===== config.mk =====
export PLATFORM = sky130hd
export DESIGN_NAME = cpu_interrupt_selector
export DESIGN_NICKNAME = d
export VERILOG_FILES = /design/src/int_sel_pkg.sv /design/src/sel_reg.sv /design/src/line_mux.sv /design/src/cpu_interrupt_selector.sv
export VERILOG_INCLUDE_DIRS = /design/src /design/src/src
export SDC_FILE = /design/constraint.sdc
export NUM_CORES = 1
export LEC_CHECK = 0
export ABC_AREA = 1
export BUFFER_PORTS_ARGS = -buffer_cell sky130_fd_sc_hd__buf_2
export CAP_MARGIN = 15
export CELL_PAD_IN_SITES_DETAIL_PLACEMENT = 0
export CELL_PAD_IN_SITES_GLOBAL_PLACEMENT = 2
export CORE_MARGIN = 10
export CORE_UTILIZATION = 27
export DETAILED_ROUTE_END_ITERATION = 12
export HOLD_SLACK_MARGIN = 0.08
export PLACE_DENSITY_LB_ADDON = 0.1
export SETUP_SLACK_MARGIN = 0.4
export SLEW_MARGIN = 20
export SYNTH_ARGS = -nofsm -noshare
export SYNTH_HDL_FRONTEND = slang
export SYNTH_SLANG_ARGS = --single-unit

===== constraint.sdc =====
create_clock -name aclk -period 1.6 [get_ports aclk]
set_input_delay 0.24 -clock aclk [delete_from_list [all_inputs] [get_ports aclk]]
set_output_delay 0.24 -clock aclk [all_outputs]
set_load 0.05 [all_outputs]

===== src/int_sel_consts.svh =====
// Constants of the interrupt selector: addresses, field layout, reset values, codes
// Assumes inclusion by bare name from the package and the design modules
`ifndef INT_SEL_CONSTS_SVH
`define INT_SEL_CONSTS_SVH

// Register byte addresses
`define ADDR_SEL_HIGH 32'h019c0000
`define ADDR_SEL_LOW 32'h019c0004
`define ADDR_LINE_STATUS 32'h019c0008

// Line counts and selector width
`define NUM_LINES 16
`define NUM_FIXED 4
`define NUM_MASKABLE 12
`define FIELDS_PER_REG 6
`define SEL_W 5

// Field positions inside one selector register
`define FIELD_LSB_0 0
`define FIELD_LSB_1 5
`define FIELD_LSB_2 10
`define FIELD_LSB_3 16
`define FIELD_LSB_4 21
`define FIELD_LSB_5 26
`define FIELD_MASK 32'h7fff7fff

// Reset values of the selector registers
`define RESET_SEL_LOW 32'h250718a4
`define RESET_SEL_HIGH 32'h08202d43

// Status register layout
`define STATUS_RSVD_BIT 16

// Bus responses
`define RESP_OKAY 2'h0
`define RESP_SLVERR 2'h2

// Selector codes of the event sources
`define CODE_HOST 5'h00
`define CODE_TIMER0 5'h01
`define CODE_TIMER1 5'h02
`define CODE_MEMIF_A 5'h03
`define CODE_PIN4 5'h04
`define CODE_PIN5 5'h05
`define CODE_PIN6 5'h06
`define CODE_PIN7 5'h07
`define CODE_DMA_DONE 5'h08
`define CODE_DEBUG_DMA 5'h09
`define CODE_DEBUG_RX 5'h0a
`define CODE_DEBUG_TX 5'h0b
`define CODE_SER0_TX 5'h0c
`define CODE_SER0_RX 5'h0d
`define CODE_SER1_TX 5'h0e
`define CODE_SER1_RX 5'h0f
`define CODE_PIN0 5'h10
`define CODE_SER2_TX 5'h11
`define CODE_SER2_RX 5'h12
`define CODE_TIMER2 5'h13
`define CODE_MEMIF_B 5'h14
`define CODE_RSVD_A 5'h15
`define CODE_RSVD_B 5'h16
`define CODE_CELL_BUS 5'h17
`define CODE_RSVD_LO 5'h18
`define CODE_RSVD_HI 5'h1d
`define CODE_VITERBI 5'h1e
`define CODE_TURBO 5'h1f

`endif


===== src/int_sel_pkg.sv =====
// Types shared by the interrupt selector modules
// Assumes the constants header sits beside this file
`include "int_sel_consts.svh"

package int_sel_pkg;

  typedef enum logic [1:0] {
    REG_HIGH = 2'h0,
    REG_LOW = 2'h1,
    REG_STATUS = 2'h2,
    REG_NONE = 2'h3
  } reg_id_t;

  typedef enum logic [0:0] {
    WR_IDLE = 1'h0,
    WR_RESP = 1'h1
  } wr_state_t;

  typedef logic [`SEL_W-1:0] sel_code_t;

endpackage : int_sel_pkg


===== src/sel_reg.sv =====
// One selector control register with byte strobes and fixed unused bits
// Assumes write enable comes from the bus slave on the same clock
`timescale 1ns/100ps
`default_nettype none
`include "int_sel_consts.svh"

module sel_reg #(
  parameter logic [31:0] RESET_VAL = 32'h00000000
) (
  // Clock and reset
  input wire logic aclk,
  input wire logic aresetn,
  // Write port
  input wire logic wr_en,
  input wire logic [31:0] wdata,
  input wire logic [3:0] wstrb,
  // Stored value
  output logic [31:0] value_r
);

  logic [31:0] merged;

  always_comb begin
    for (int b = 0; b < 4; b++) begin
      merged[b*8 +: 8] = wstrb[b] ? wdata[b*8 +: 8] : value_r[b*8 +: 8];
    end
  end

  always_ff @(posedge aclk) begin
    if (!aresetn) begin
      value_r <= RESET_VAL;
    end else if (wr_en) begin
      value_r <= merged & `FIELD_MASK;
    end
  end

endmodule : sel_reg

`default_nettype wire


===== src/line_mux.sv =====
// Picks one event level out of the source vector for one maskable line
// Assumes all sources are levels on the same clock
`timescale 1ns/100ps
`default_nettype none

module line_mux #(
  parameter int SEL_W = 5
) (
  // Clock and reset
  input wire logic aclk,
  input wire logic aresetn,
  // Sources and selector
  input wire logic [(1<<SEL_W)-1:0] src,
  input wire logic [SEL_W-1:0] sel,
  // Selected line
  output logic line_r
);

  // Registered so the line follows its source one clock later
  always_ff @(posedge aclk) begin
    if (!aresetn) begin
      line_r <= 1'b0;
    end else begin
      line_r <= src[sel];
    end
  end

endmodule : line_mux

`default_nettype wire


===== src/cpu_interrupt_selector.sv =====
// Interrupt selector: routes peripheral event levels onto twelve of the core's sixteen interrupt lines
// Assumes an AXI4-Lite master and event sources all on aclk; events are levels
`timescale 1ns/100ps
`default_nettype none
`include "int_sel_consts.svh"

module cpu_interrupt_selector (
  // Clock and reset
  input wire logic aclk,
  input wire logic aresetn,
  // AXI4-Lite write address
  input wire logic [31:0] awaddr,
  input wire logic [2:0] awprot,
  input wire logic awvalid,
  output logic awready,
  // AXI4-Lite write data
  input wire logic [31:0] wdata,
  input wire logic [3:0] wstrb,
  input wire logic wvalid,
  output logic wready,
  // AXI4-Lite write response
  output logic [1:0] bresp,
  output logic bvalid,
  input wire logic bready,
  // AXI4-Lite read address
  input wire logic [31:0] araddr,
  input wire logic [2:0] arprot,
  input wire logic arvalid,
  output logic arready,
  // AXI4-Lite read data
  output logic [31:0] rdata,
  output logic [1:0] rresp,
  output logic rvalid,
  input wire logic rready,
  // Fixed sources
  input wire logic reset_req,
  input wire logic nmi_req,
  // Selectable event sources
  input wire logic host_irq,
  input wire logic timer0_irq,
  input wire logic timer1_irq,
  input wire logic timer2_irq,
  input wire logic memif_a_refresh_irq,
  input wire logic memif_b_refresh_irq,
  input wire logic pin_event_0,
  input wire logic pin_event_4,
  input wire logic pin_event_5,
  input wire logic pin_event_6,
  input wire logic pin_event_7,
  input wire logic dma_done_irq,
  input wire logic debug_dma_event,
  input wire logic debug_exchange_rx,
  input wire logic debug_exchange_tx,
  input wire logic serial0_tx_irq,
  input wire logic serial0_rx_irq,
  input wire logic serial1_tx_irq,
  input wire logic serial1_rx_irq,
  input wire logic serial2_tx_irq,
  input wire logic serial2_rx_irq,
  input wire logic cell_bus_irq,
  input wire logic viterbi_cop_irq,
  input wire logic turbo_cop_irq,
  // Core interrupt lines, bit 0 highest priority
  output logic [`NUM_LINES-1:0] core_int
);

  localparam int SRC_N = 1 << `SEL_W;

  // Address decode, shared by the write and read paths
  function automatic int_sel_pkg::reg_id_t decode_addr(input logic [31:0] addr);
    logic [31:0] word;
    word = {addr[31:2], 2'h0};
    if (word == `ADDR_SEL_HIGH) begin
      decode_addr = int_sel_pkg::REG_HIGH;
    end else if (word == `ADDR_SEL_LOW) begin
      decode_addr = int_sel_pkg::REG_LOW;
    end else if (word == `ADDR_LINE_STATUS) begin
      decode_addr = int_sel_pkg::REG_STATUS;
    end else begin
      decode_addr = int_sel_pkg::REG_NONE;
    end
  endfunction : decode_addr

  // Codes that name no source
  function automatic logic is_reserved(input int_sel_pkg::sel_code_t code);
    is_reserved = (code == `CODE_RSVD_A) || (code == `CODE_RSVD_B) ||
                  ((code >= `CODE_RSVD_LO) && (code <= `CODE_RSVD_HI));
  endfunction : is_reserved

  // Bit position of a field within its register
  function automatic int field_lsb(input int idx);
    case (idx)
      0: field_lsb = `FIELD_LSB_0;
      1: field_lsb = `FIELD_LSB_1;
      2: field_lsb = `FIELD_LSB_2;
      3: field_lsb = `FIELD_LSB_3;
      4: field_lsb = `FIELD_LSB_4;
      default: field_lsb = `FIELD_LSB_5;
    endcase
  endfunction : field_lsb

  // Bus state
  logic awready_r;
  logic wready_r;
  logic bvalid_r;
  logic [1:0] bresp_r;
  logic arready_r;
  logic rvalid_r;
  logic [31:0] rdata_r;
  logic [1:0] rresp_r;
  logic aw_held_r;
  logic w_held_r;
  logic [31:0] awaddr_r;
  logic [31:0] wdata_r;
  logic [3:0] wstrb_r;
  int_sel_pkg::wr_state_t wr_state_r;

  // Datapath state
  logic [31:0] sel_high;
  logic [31:0] sel_low;
  logic [`NUM_FIXED-1:0] fixed_r;
  logic [`NUM_MASKABLE-1:0] mask_lines;
  logic [SRC_N-1:0] src_vec;
  logic [`NUM_MASKABLE-1:0] field_rsvd;
  logic rsvd_any;

  // Handshake terms
  logic aw_take;
  logic w_take;
  logic wr_fire;
  logic b_done;
  logic aw_held_nxt;
  logic w_held_nxt;
  logic ar_take;
  logic rvalid_nxt;
  int_sel_pkg::reg_id_t wr_id;
  int_sel_pkg::reg_id_t rd_id;
  logic wr_high;
  logic wr_low;
  logic [31:0] rd_value;

  assign aw_take = awvalid & awready_r;
  assign w_take = wvalid & wready_r;
  assign wr_fire = aw_held_r & w_held_r & (wr_state_r == int_sel_pkg::WR_IDLE);
  assign b_done = bvalid_r & bready;
  assign aw_held_nxt = (aw_held_r | aw_take) & ~b_done;
  assign w_held_nxt = (w_held_r | w_take) & ~b_done;
  assign ar_take = arvalid & arready_r;
  assign rvalid_nxt = ar_take | (rvalid_r & ~rready);
  assign wr_id = decode_addr(awaddr_r);
  assign rd_id = decode_addr(araddr);
  assign wr_high = wr_fire & (wr_id == int_sel_pkg::REG_HIGH);
  assign wr_low = wr_fire & (wr_id == int_sel_pkg::REG_LOW);

  // Write address and data are taken in either order and held until the response
  always_ff @(posedge aclk) begin
    if (!aresetn) begin
      aw_held_r <= 1'b0;
      awaddr_r <= 32'h00000000;
      awready_r <= 1'b0;
    end else begin
      aw_held_r <= aw_held_nxt;
      awready_r <= ~aw_held_nxt;
      if (aw_take) begin
        awaddr_r <= awaddr;
      end
    end
  end

  always_ff @(posedge aclk) begin
    if (!aresetn) begin
      w_held_r <= 1'b0;
      wdata_r <= 32'h00000000;
      wstrb_r <= 4'h0;
      wready_r <= 1'b0;
    end else begin
      w_held_r <= w_held_nxt;
      wready_r <= ~w_held_nxt;
      if (w_take) begin
        wdata_r <= wdata;
        wstrb_r <= wstrb;
      end
    end
  end

  // Write response; the status register ignores writes, unmapped words answer SLVERR
  always_ff @(posedge aclk) begin
    if (!aresetn) begin
      wr_state_r <= int_sel_pkg::WR_IDLE;
      bvalid_r <= 1'b0;
      bresp_r <= `RESP_OKAY;
    end else begin
      case (wr_state_r)
        int_sel_pkg::WR_IDLE: begin
          if (wr_fire) begin
            wr_state_r <= int_sel_pkg::WR_RESP;
            bvalid_r <= 1'b1;
            bresp_r <= (wr_id == int_sel_pkg::REG_NONE) ? `RESP_SLVERR : `RESP_OKAY;
          end
        end
        int_sel_pkg::WR_RESP: begin
          if (bready) begin
            wr_state_r <= int_sel_pkg::WR_IDLE;
            bvalid_r <= 1'b0;
          end
        end
        default: begin
          wr_state_r <= int_sel_pkg::WR_IDLE;
          bvalid_r <= 1'b0;
        end
      endcase
    end
  end

  // Selector registers; defaults give the documented power-up routing
  sel_reg #(
    .RESET_VAL(`RESET_SEL_HIGH)
  ) u_sel_high (
    .aclk(aclk),
    .aresetn(aresetn),
    .wr_en(wr_high),
    .wdata(wdata_r),
    .wstrb(wstrb_r),
    .value_r(sel_high)
  );

  sel_reg #(
    .RESET_VAL(`RESET_SEL_LOW)
  ) u_sel_low (
    .aclk(aclk),
    .aresetn(aresetn),
    .wr_en(wr_low),
    .wdata(wdata_r),
    .wstrb(wstrb_r),
    .value_r(sel_low)
  );

  // Event source vector indexed by selector code; reserved codes stay low
  always_comb begin
    src_vec = '0;
    src_vec[`CODE_HOST] = host_irq;
    src_vec[`CODE_TIMER0] = timer0_irq;
    src_vec[`CODE_TIMER1] = timer1_irq;
    src_vec[`CODE_MEMIF_A] = memif_a_refresh_irq;
    src_vec[`CODE_PIN4] = pin_event_4;
    src_vec[`CODE_PIN5] = pin_event_5;
    src_vec[`CODE_PIN6] = pin_event_6;
    src_vec[`CODE_PIN7] = pin_event_7;
    src_vec[`CODE_DMA_DONE] = dma_done_irq;
    src_vec[`CODE_DEBUG_DMA] = debug_dma_event;
    src_vec[`CODE_DEBUG_RX] = debug_exchange_rx;
    src_vec[`CODE_DEBUG_TX] = debug_exchange_tx;
    src_vec[`CODE_SER0_TX] = serial0_tx_irq;
    src_vec[`CODE_SER0_RX] = serial0_rx_irq;
    src_vec[`CODE_SER1_TX] = serial1_tx_irq;
    src_vec[`CODE_SER1_RX] = serial1_rx_irq;
    src_vec[`CODE_PIN0] = pin_event_0;
    src_vec[`CODE_SER2_TX] = serial2_tx_irq;
    src_vec[`CODE_SER2_RX] = serial2_rx_irq;
    src_vec[`CODE_TIMER2] = timer2_irq;
    src_vec[`CODE_MEMIF_B] = memif_b_refresh_irq;
    src_vec[`CODE_CELL_BUS] = cell_bus_irq;
    src_vec[`CODE_VITERBI] = viterbi_cop_irq;
    src_vec[`CODE_TURBO] = turbo_cop_irq;
  end

  // One multiplexer per maskable line: lines 4-9 from the low register, 10-15 from the high
  generate
    for (genvar g = 0; g < `NUM_MASKABLE; g++) begin : g_line
      localparam int LSB = field_lsb(g % `FIELDS_PER_REG);
      int_sel_pkg::sel_code_t code;
      if (g < `FIELDS_PER_REG) begin : g_low
        assign code = sel_low[LSB +: `SEL_W];
      end else begin : g_high
        assign code = sel_high[LSB +: `SEL_W];
      end
      assign field_rsvd[g] = is_reserved(code);
      line_mux #(
        .SEL_W(`SEL_W)
      ) u_mux (
        .aclk(aclk),
        .aresetn(aresetn),
        .src(src_vec),
        .sel(code),
        .line_r(mask_lines[g])
      );
    end
  endgenerate

  // A reserved code only reports here; its line simply stays low
  assign rsvd_any = |field_rsvd;

  // Fixed lines are wired past the selector, registered to match the maskable ones
  always_ff @(posedge aclk) begin
    if (!aresetn) begin
      fixed_r <= '0;
    end else begin
      fixed_r <= {2'b00, nmi_req, reset_req};
    end
  end

  // Bit n is line n, so priority falls with the bit number
  assign core_int = {mask_lines, fixed_r};

  // Read data: selectors read back with unused bits zero, status shows live lines
  always_comb begin
    case (rd_id)
      int_sel_pkg::REG_HIGH: rd_value = sel_high & `FIELD_MASK;
      int_sel_pkg::REG_LOW: rd_value = sel_low & `FIELD_MASK;
      int_sel_pkg::REG_STATUS: begin
        rd_value = 32'h00000000;
        rd_value[`NUM_LINES-1:0] = core_int;
        rd_value[`STATUS_RSVD_BIT] = rsvd_any;
      end
      default: rd_value = 32'h00000000;
    endcase
  end

  // Read channel; one read outstanding at a time
  always_ff @(posedge aclk) begin
    if (!aresetn) begin
      arready_r <= 1'b0;
      rvalid_r <= 1'b0;
      rdata_r <= 32'h00000000;
      rresp_r <= `RESP_OKAY;
    end else begin
      rvalid_r <= rvalid_nxt;
      arready_r <= ~rvalid_nxt;
      if (ar_take) begin
        rdata_r <= rd_value;
        rresp_r <= (rd_id == int_sel_pkg::REG_NONE) ? `RESP_SLVERR : `RESP_OKAY;
      end
    end
  end

  assign awready = awready_r;
  assign wready = wready_r;
  assign bvalid = bvalid_r;
  assign bresp = bresp_r;
  assign arready = arready_r;
  assign rvalid = rvalid_r;
  assign rdata = rdata_r;
  assign rresp = rresp_r;

endmodule : cpu_interrupt_selector

`default_nettype wire


==> results.txt <==
The flow ran to the end, but the final reports show violations. The placement row count is 70. The number of iterations in the first detailed-routing pass is 5. The count of different cell masters after synthesis is 38.

The shortest clock period the worst path allows after layout is 1.73 ns. The detailed router's first-iteration violation count came out at between 900 and 1k. TritonCTS built the clock tree.

At the end of the flow, the number of nets in the layout was 2152. The endpoint class of the critical path is a register. The worst setup skew after layout is 0.0122 ns. For the pin with the worst max-slew slack, the measured transition is between 0.5 and 0.6 ns.

Setup repair after global routing could not meet its margin everywhere. The worst-case IR drop observed on VDD is approximately 800 uV. The internal portion of the total power is 7.50 mW. The number of nets with antenna violations after detailed routing is 0. The worst register-to-register path begins at awaddr_r[14].

The top cell types in the final layout, fill and taps aside, are 267 x sky130_fd_sc_hd__nand2_1, 219 x sky130_fd_sc_hd__buf_4, 153 x sky130_fd_sc_hd__nor2_1. The antenna diode count is 0. For this design the total switching power over the nets is 3.31 mW. The total of max-cap violations is 0.

The CTS clock-pin slew for the worst setup and hold paths came out at 0.08 ns. Net switching is a little over 30% of the power. Synthesis handed over a netlist of approximately 1.6k instances.

around 200 I/O pins were placed. The share of final-layout standard cells stronger than drive strength 1 came out at between 40% and 50%. The checks that failed: setup timing. By area the synthesized netlist is led by sky130_fd_sc_hd__dfxtp_1 36%, sky130_fd_sc_hd__nand2_1 13%, sky130_fd_sc_hd__nor2_1 7.8%. Yosys printed 0 warnings. The total placed cells including tap cells is 2311. The minimum setup slack in the final design is -0.126 ns. The max-slew violation count came out at 0. Detailed placement ended at an HPWL of 39400 um. The sequential share of power is 43.6%. The via count of the first global-routing pass is 11.8k.

The number of vias per cell after detailed routing is 5.01. At the worst endpoint, the arrival time is approximately 2.1 ns. After synthesis, the largest area contributor takes up 35.8% of total cell area.

The hold-critical path depth came out at 3. Power spread over the standard cell area amounts to 632 mW/mm^2. The wire length of the first global-routing pass came out at 75200 um. The setup slack at placement is -0.317 ns. In the finished design, the share of the clock period the worst path needs comes to 108%.

The most area-hungry cell type in the Yosys netlist is sky130_fd_sc_hd__dfxtp_1. The cell depth of the worst flop-to-flop path is 9. The area of the die came out at 0.0452 sq mm. The critical path is of the reg -> reg type. The minimum setup slack among reg-to-reg paths is -0.13 ns. The H-tree was split into 4 levels.

The final number of hold-violating endpoints is 0. From bottom edge to top edge, the die measures 213 um. The routed wirelength normalized by instance count is 21.0 um. The number of port buffers is 178. The worst path required time is 1.96 ns. Wires add up to 52400 um. The terminus of the critical flop-to-flop path is u_sel_high.value_r[7]. The core region area is 0.0366 sq mm.

The final estimated routing congestion in global placement came out at 0.959. The number of cells in the finished layout apart from fillers is 2494. The static power due to leakage came out at between 7 and 8 nW. The tree is rooted in a sky130_fd_sc_hd__clkbuf_16.

The x dimension of the die came out at 213 um. The nature of the critical path startpoint is a register. The share of async-settable or async-resettable flops after synthesis came out at 0%. The pin count of the biggest net entering global routing came out at 63. The initial core utilization came out at 27.3%. The remaining max-slew budget at the tightest pin is between 60% and 70%.

The endpoint of the most critical setup path is u_sel_high.value_r[7]. The number of DRC violations after detailed routing came out at 0. The netlist area before placement came out at 0.0100 sq mm. The clock network power share came out at 40.7%. For this run, the register share of the synthesized area comes to a little over a third.

The CTS buffer count came out at 17. Timing would allow up to 579 MHz. Global routing finished with a remaining overflow of 0. Among all flip-flop cells after synthesis, the most frequent one is sky130_fd_sc_hd__dfxtp_1. The setup TNS is -3.58 ns. The detailed router placed 12.5k vias in this run. The all-layer global routing usage is between 20 and 25%. Setup violations remaining at the end of the flow were counted as 57. The clock network latency to the later pin of the worst-skew pair came out at 0.47 ns. The number of storage elements in the synthesis netlist is 179. The number of enable flip-flop cells after synthesis came out at 0. The initial antenna violation count is 0. The count of clock tree sinks is 179. The most frequent standard cell in the layout excluding fill and tap cells is sky130_fd_sc_hd__nand2_1. The largest fanout on the critical path is 7. In this run the mean area of a mapped cell was 6.41 sq um.

From synthesis to final layout, the design area changed by 70.9%. The clock passes through at most 2 buffers. The share of power burned in combinational logic came out at 15.6%. The worst hold path belongs to the class in -> reg.

The most critical setup path has its startpoint at awaddr_r[14].
[worst min-delay path by stage]
stage,start,endpoint
6_report,wdata[2],wdata_r[2]
4_1_cts,aresetn,u_sel_high.value_r[0]
2_1_floorplan,reset_req,fixed_r[0]
5_1_grt,wstrb[2],wstrb_r[2]
3_3_place_gp,reset_req,fixed_r[0]
3_5_place_dp,nmi_req,fixed_r[1]
[worst max-delay path: stages (launching register included)]
cell                      delay [ns]
sky130_fd_sc_hd__dfxtp_2        0.33
sky130_fd_sc_hd__nor2_2         0.11
sky130_fd_sc_hd__nand2_2        0.08
sky130_fd_sc_hd__nor2_4         0.16
sky130_fd_sc_hd__nand4_1        0.10
sky130_fd_sc_hd__and2b_4        0.36
sky130_fd_sc_hd__nand3_4        0.13
sky130_fd_sc_hd__buf_4          0.19
sky130_fd_sc_hd__nor2_1         0.10
sky130_fd_sc_hd__nor2_1         0.06
[kinds of logic after synthesis]
group	synth area share (%)
AO/OA/AOI/OAI	22.9
buffers and inverters	10.7
flip-flops	35.8
other	0.0375
AND/OR/NAND/NOR	30.6
[flip-flops by register name, summed over array words and instances (netlist names), 2 cells and up]
register and count:
u_sel_high.value_r 30, fixed_r 2, rdata 31, u_sel_low.value_r 30, g_line.u_mux.line_r 12, wstrb_r 4, awaddr_r 30, wdata_r 30
[Yosys cell counts (11+ instances only)]
cell,count
sky130_fd_sc_hd__o22ai_1,51
sky130_fd_sc_hd__o2111ai_1,18
sky130_fd_sc_hd__a21oi_1,140
sky130_fd_sc_hd__inv_1,145
sky130_fd_sc_hd__o21ai_0,135
sky130_fd_sc_hd__nand2_1,336
sky130_fd_sc_hd__clkbuf_1,62
sky130_fd_sc_hd__o211ai_1,24
sky130_fd_sc_hd__buf_2,19
sky130_fd_sc_hd__buf_4,19
sky130_fd_sc_hd__nor2_1,209
sky130_fd_sc_hd__dfxtp_1,179
sky130_fd_sc_hd__a22oi_1,11
sky130_fd_sc_hd__nand4_1,38
sky130_fd_sc_hd__nand3_1,110
[layer usage]
metal | global-route usage, % | share of wire, % | vias to the layer above | routed length, um
met2 | 34.3 | 45 | 428 | 23800
met5 | 0 | 0 | - | 0
met3 | 4.08 | 6.4 | 59 | 3330
met4 | 6.28 | 1.9 | 0 | 974
li1 | - | - | 6163 | -
met1 | 30.2 | 46 | 5855 | 24300
[through the flow]
step	util, %	hold WS, ns	area, sq um	power, mW
floorplan	-	0.338	10300	5.51
detailed placement	35.2	0.426	12900	6.19
global route	46.7	0.0870	17100	11.2
CTS	43.1	0.0822	15800	10.8
global placement	35.2	0.420	12900	6.19
finish	46.7	0.0709	17100	10.8
[timing repair]
| item | CTS | global route |
|---|---|---|
| setup endpoints to repair | 157 | 192 |
| pin swaps | 73 | 109 |
| gates cloned | 5 | 9 |
| hold buffers | 55 | 0 |
| hold endpoints to repair | 55 | 0 |
| gates resized for setup | 444 | 245 |
| buffers inserted | 49 | 33 |
[final cells by class]
class                      count  area [sq um]
timing repair buffer         528          4790
multi-input combinational   1132          6700
clock inverter                15           171
inverter                     154           669
sequential                   179          3750
clock buffer                  17           425
timing repair inverter         1          7.51
fill                        3766         19500
tap                          468           586
[power groups by stage]
| stage | logic [mW] | registers (mW) | clock network, mW |
|---|---|---|---|
| 6_report | 1.69 | 4.72 | 4.40 |
| 5_1_grt | 1.82 | 4.73 | 4.68 |
| 4_1_cts | 1.60 | 4.71 | 4.47 |
| 2_1_floorplan | 0.685 | 4.82 | 0 |
| 3_3_place_gp | 1.36 | 4.83 | 0 |
| 3_5_place_dp | 1.36 | 4.83 | 0 |
(Power assumes the default switching activity.)
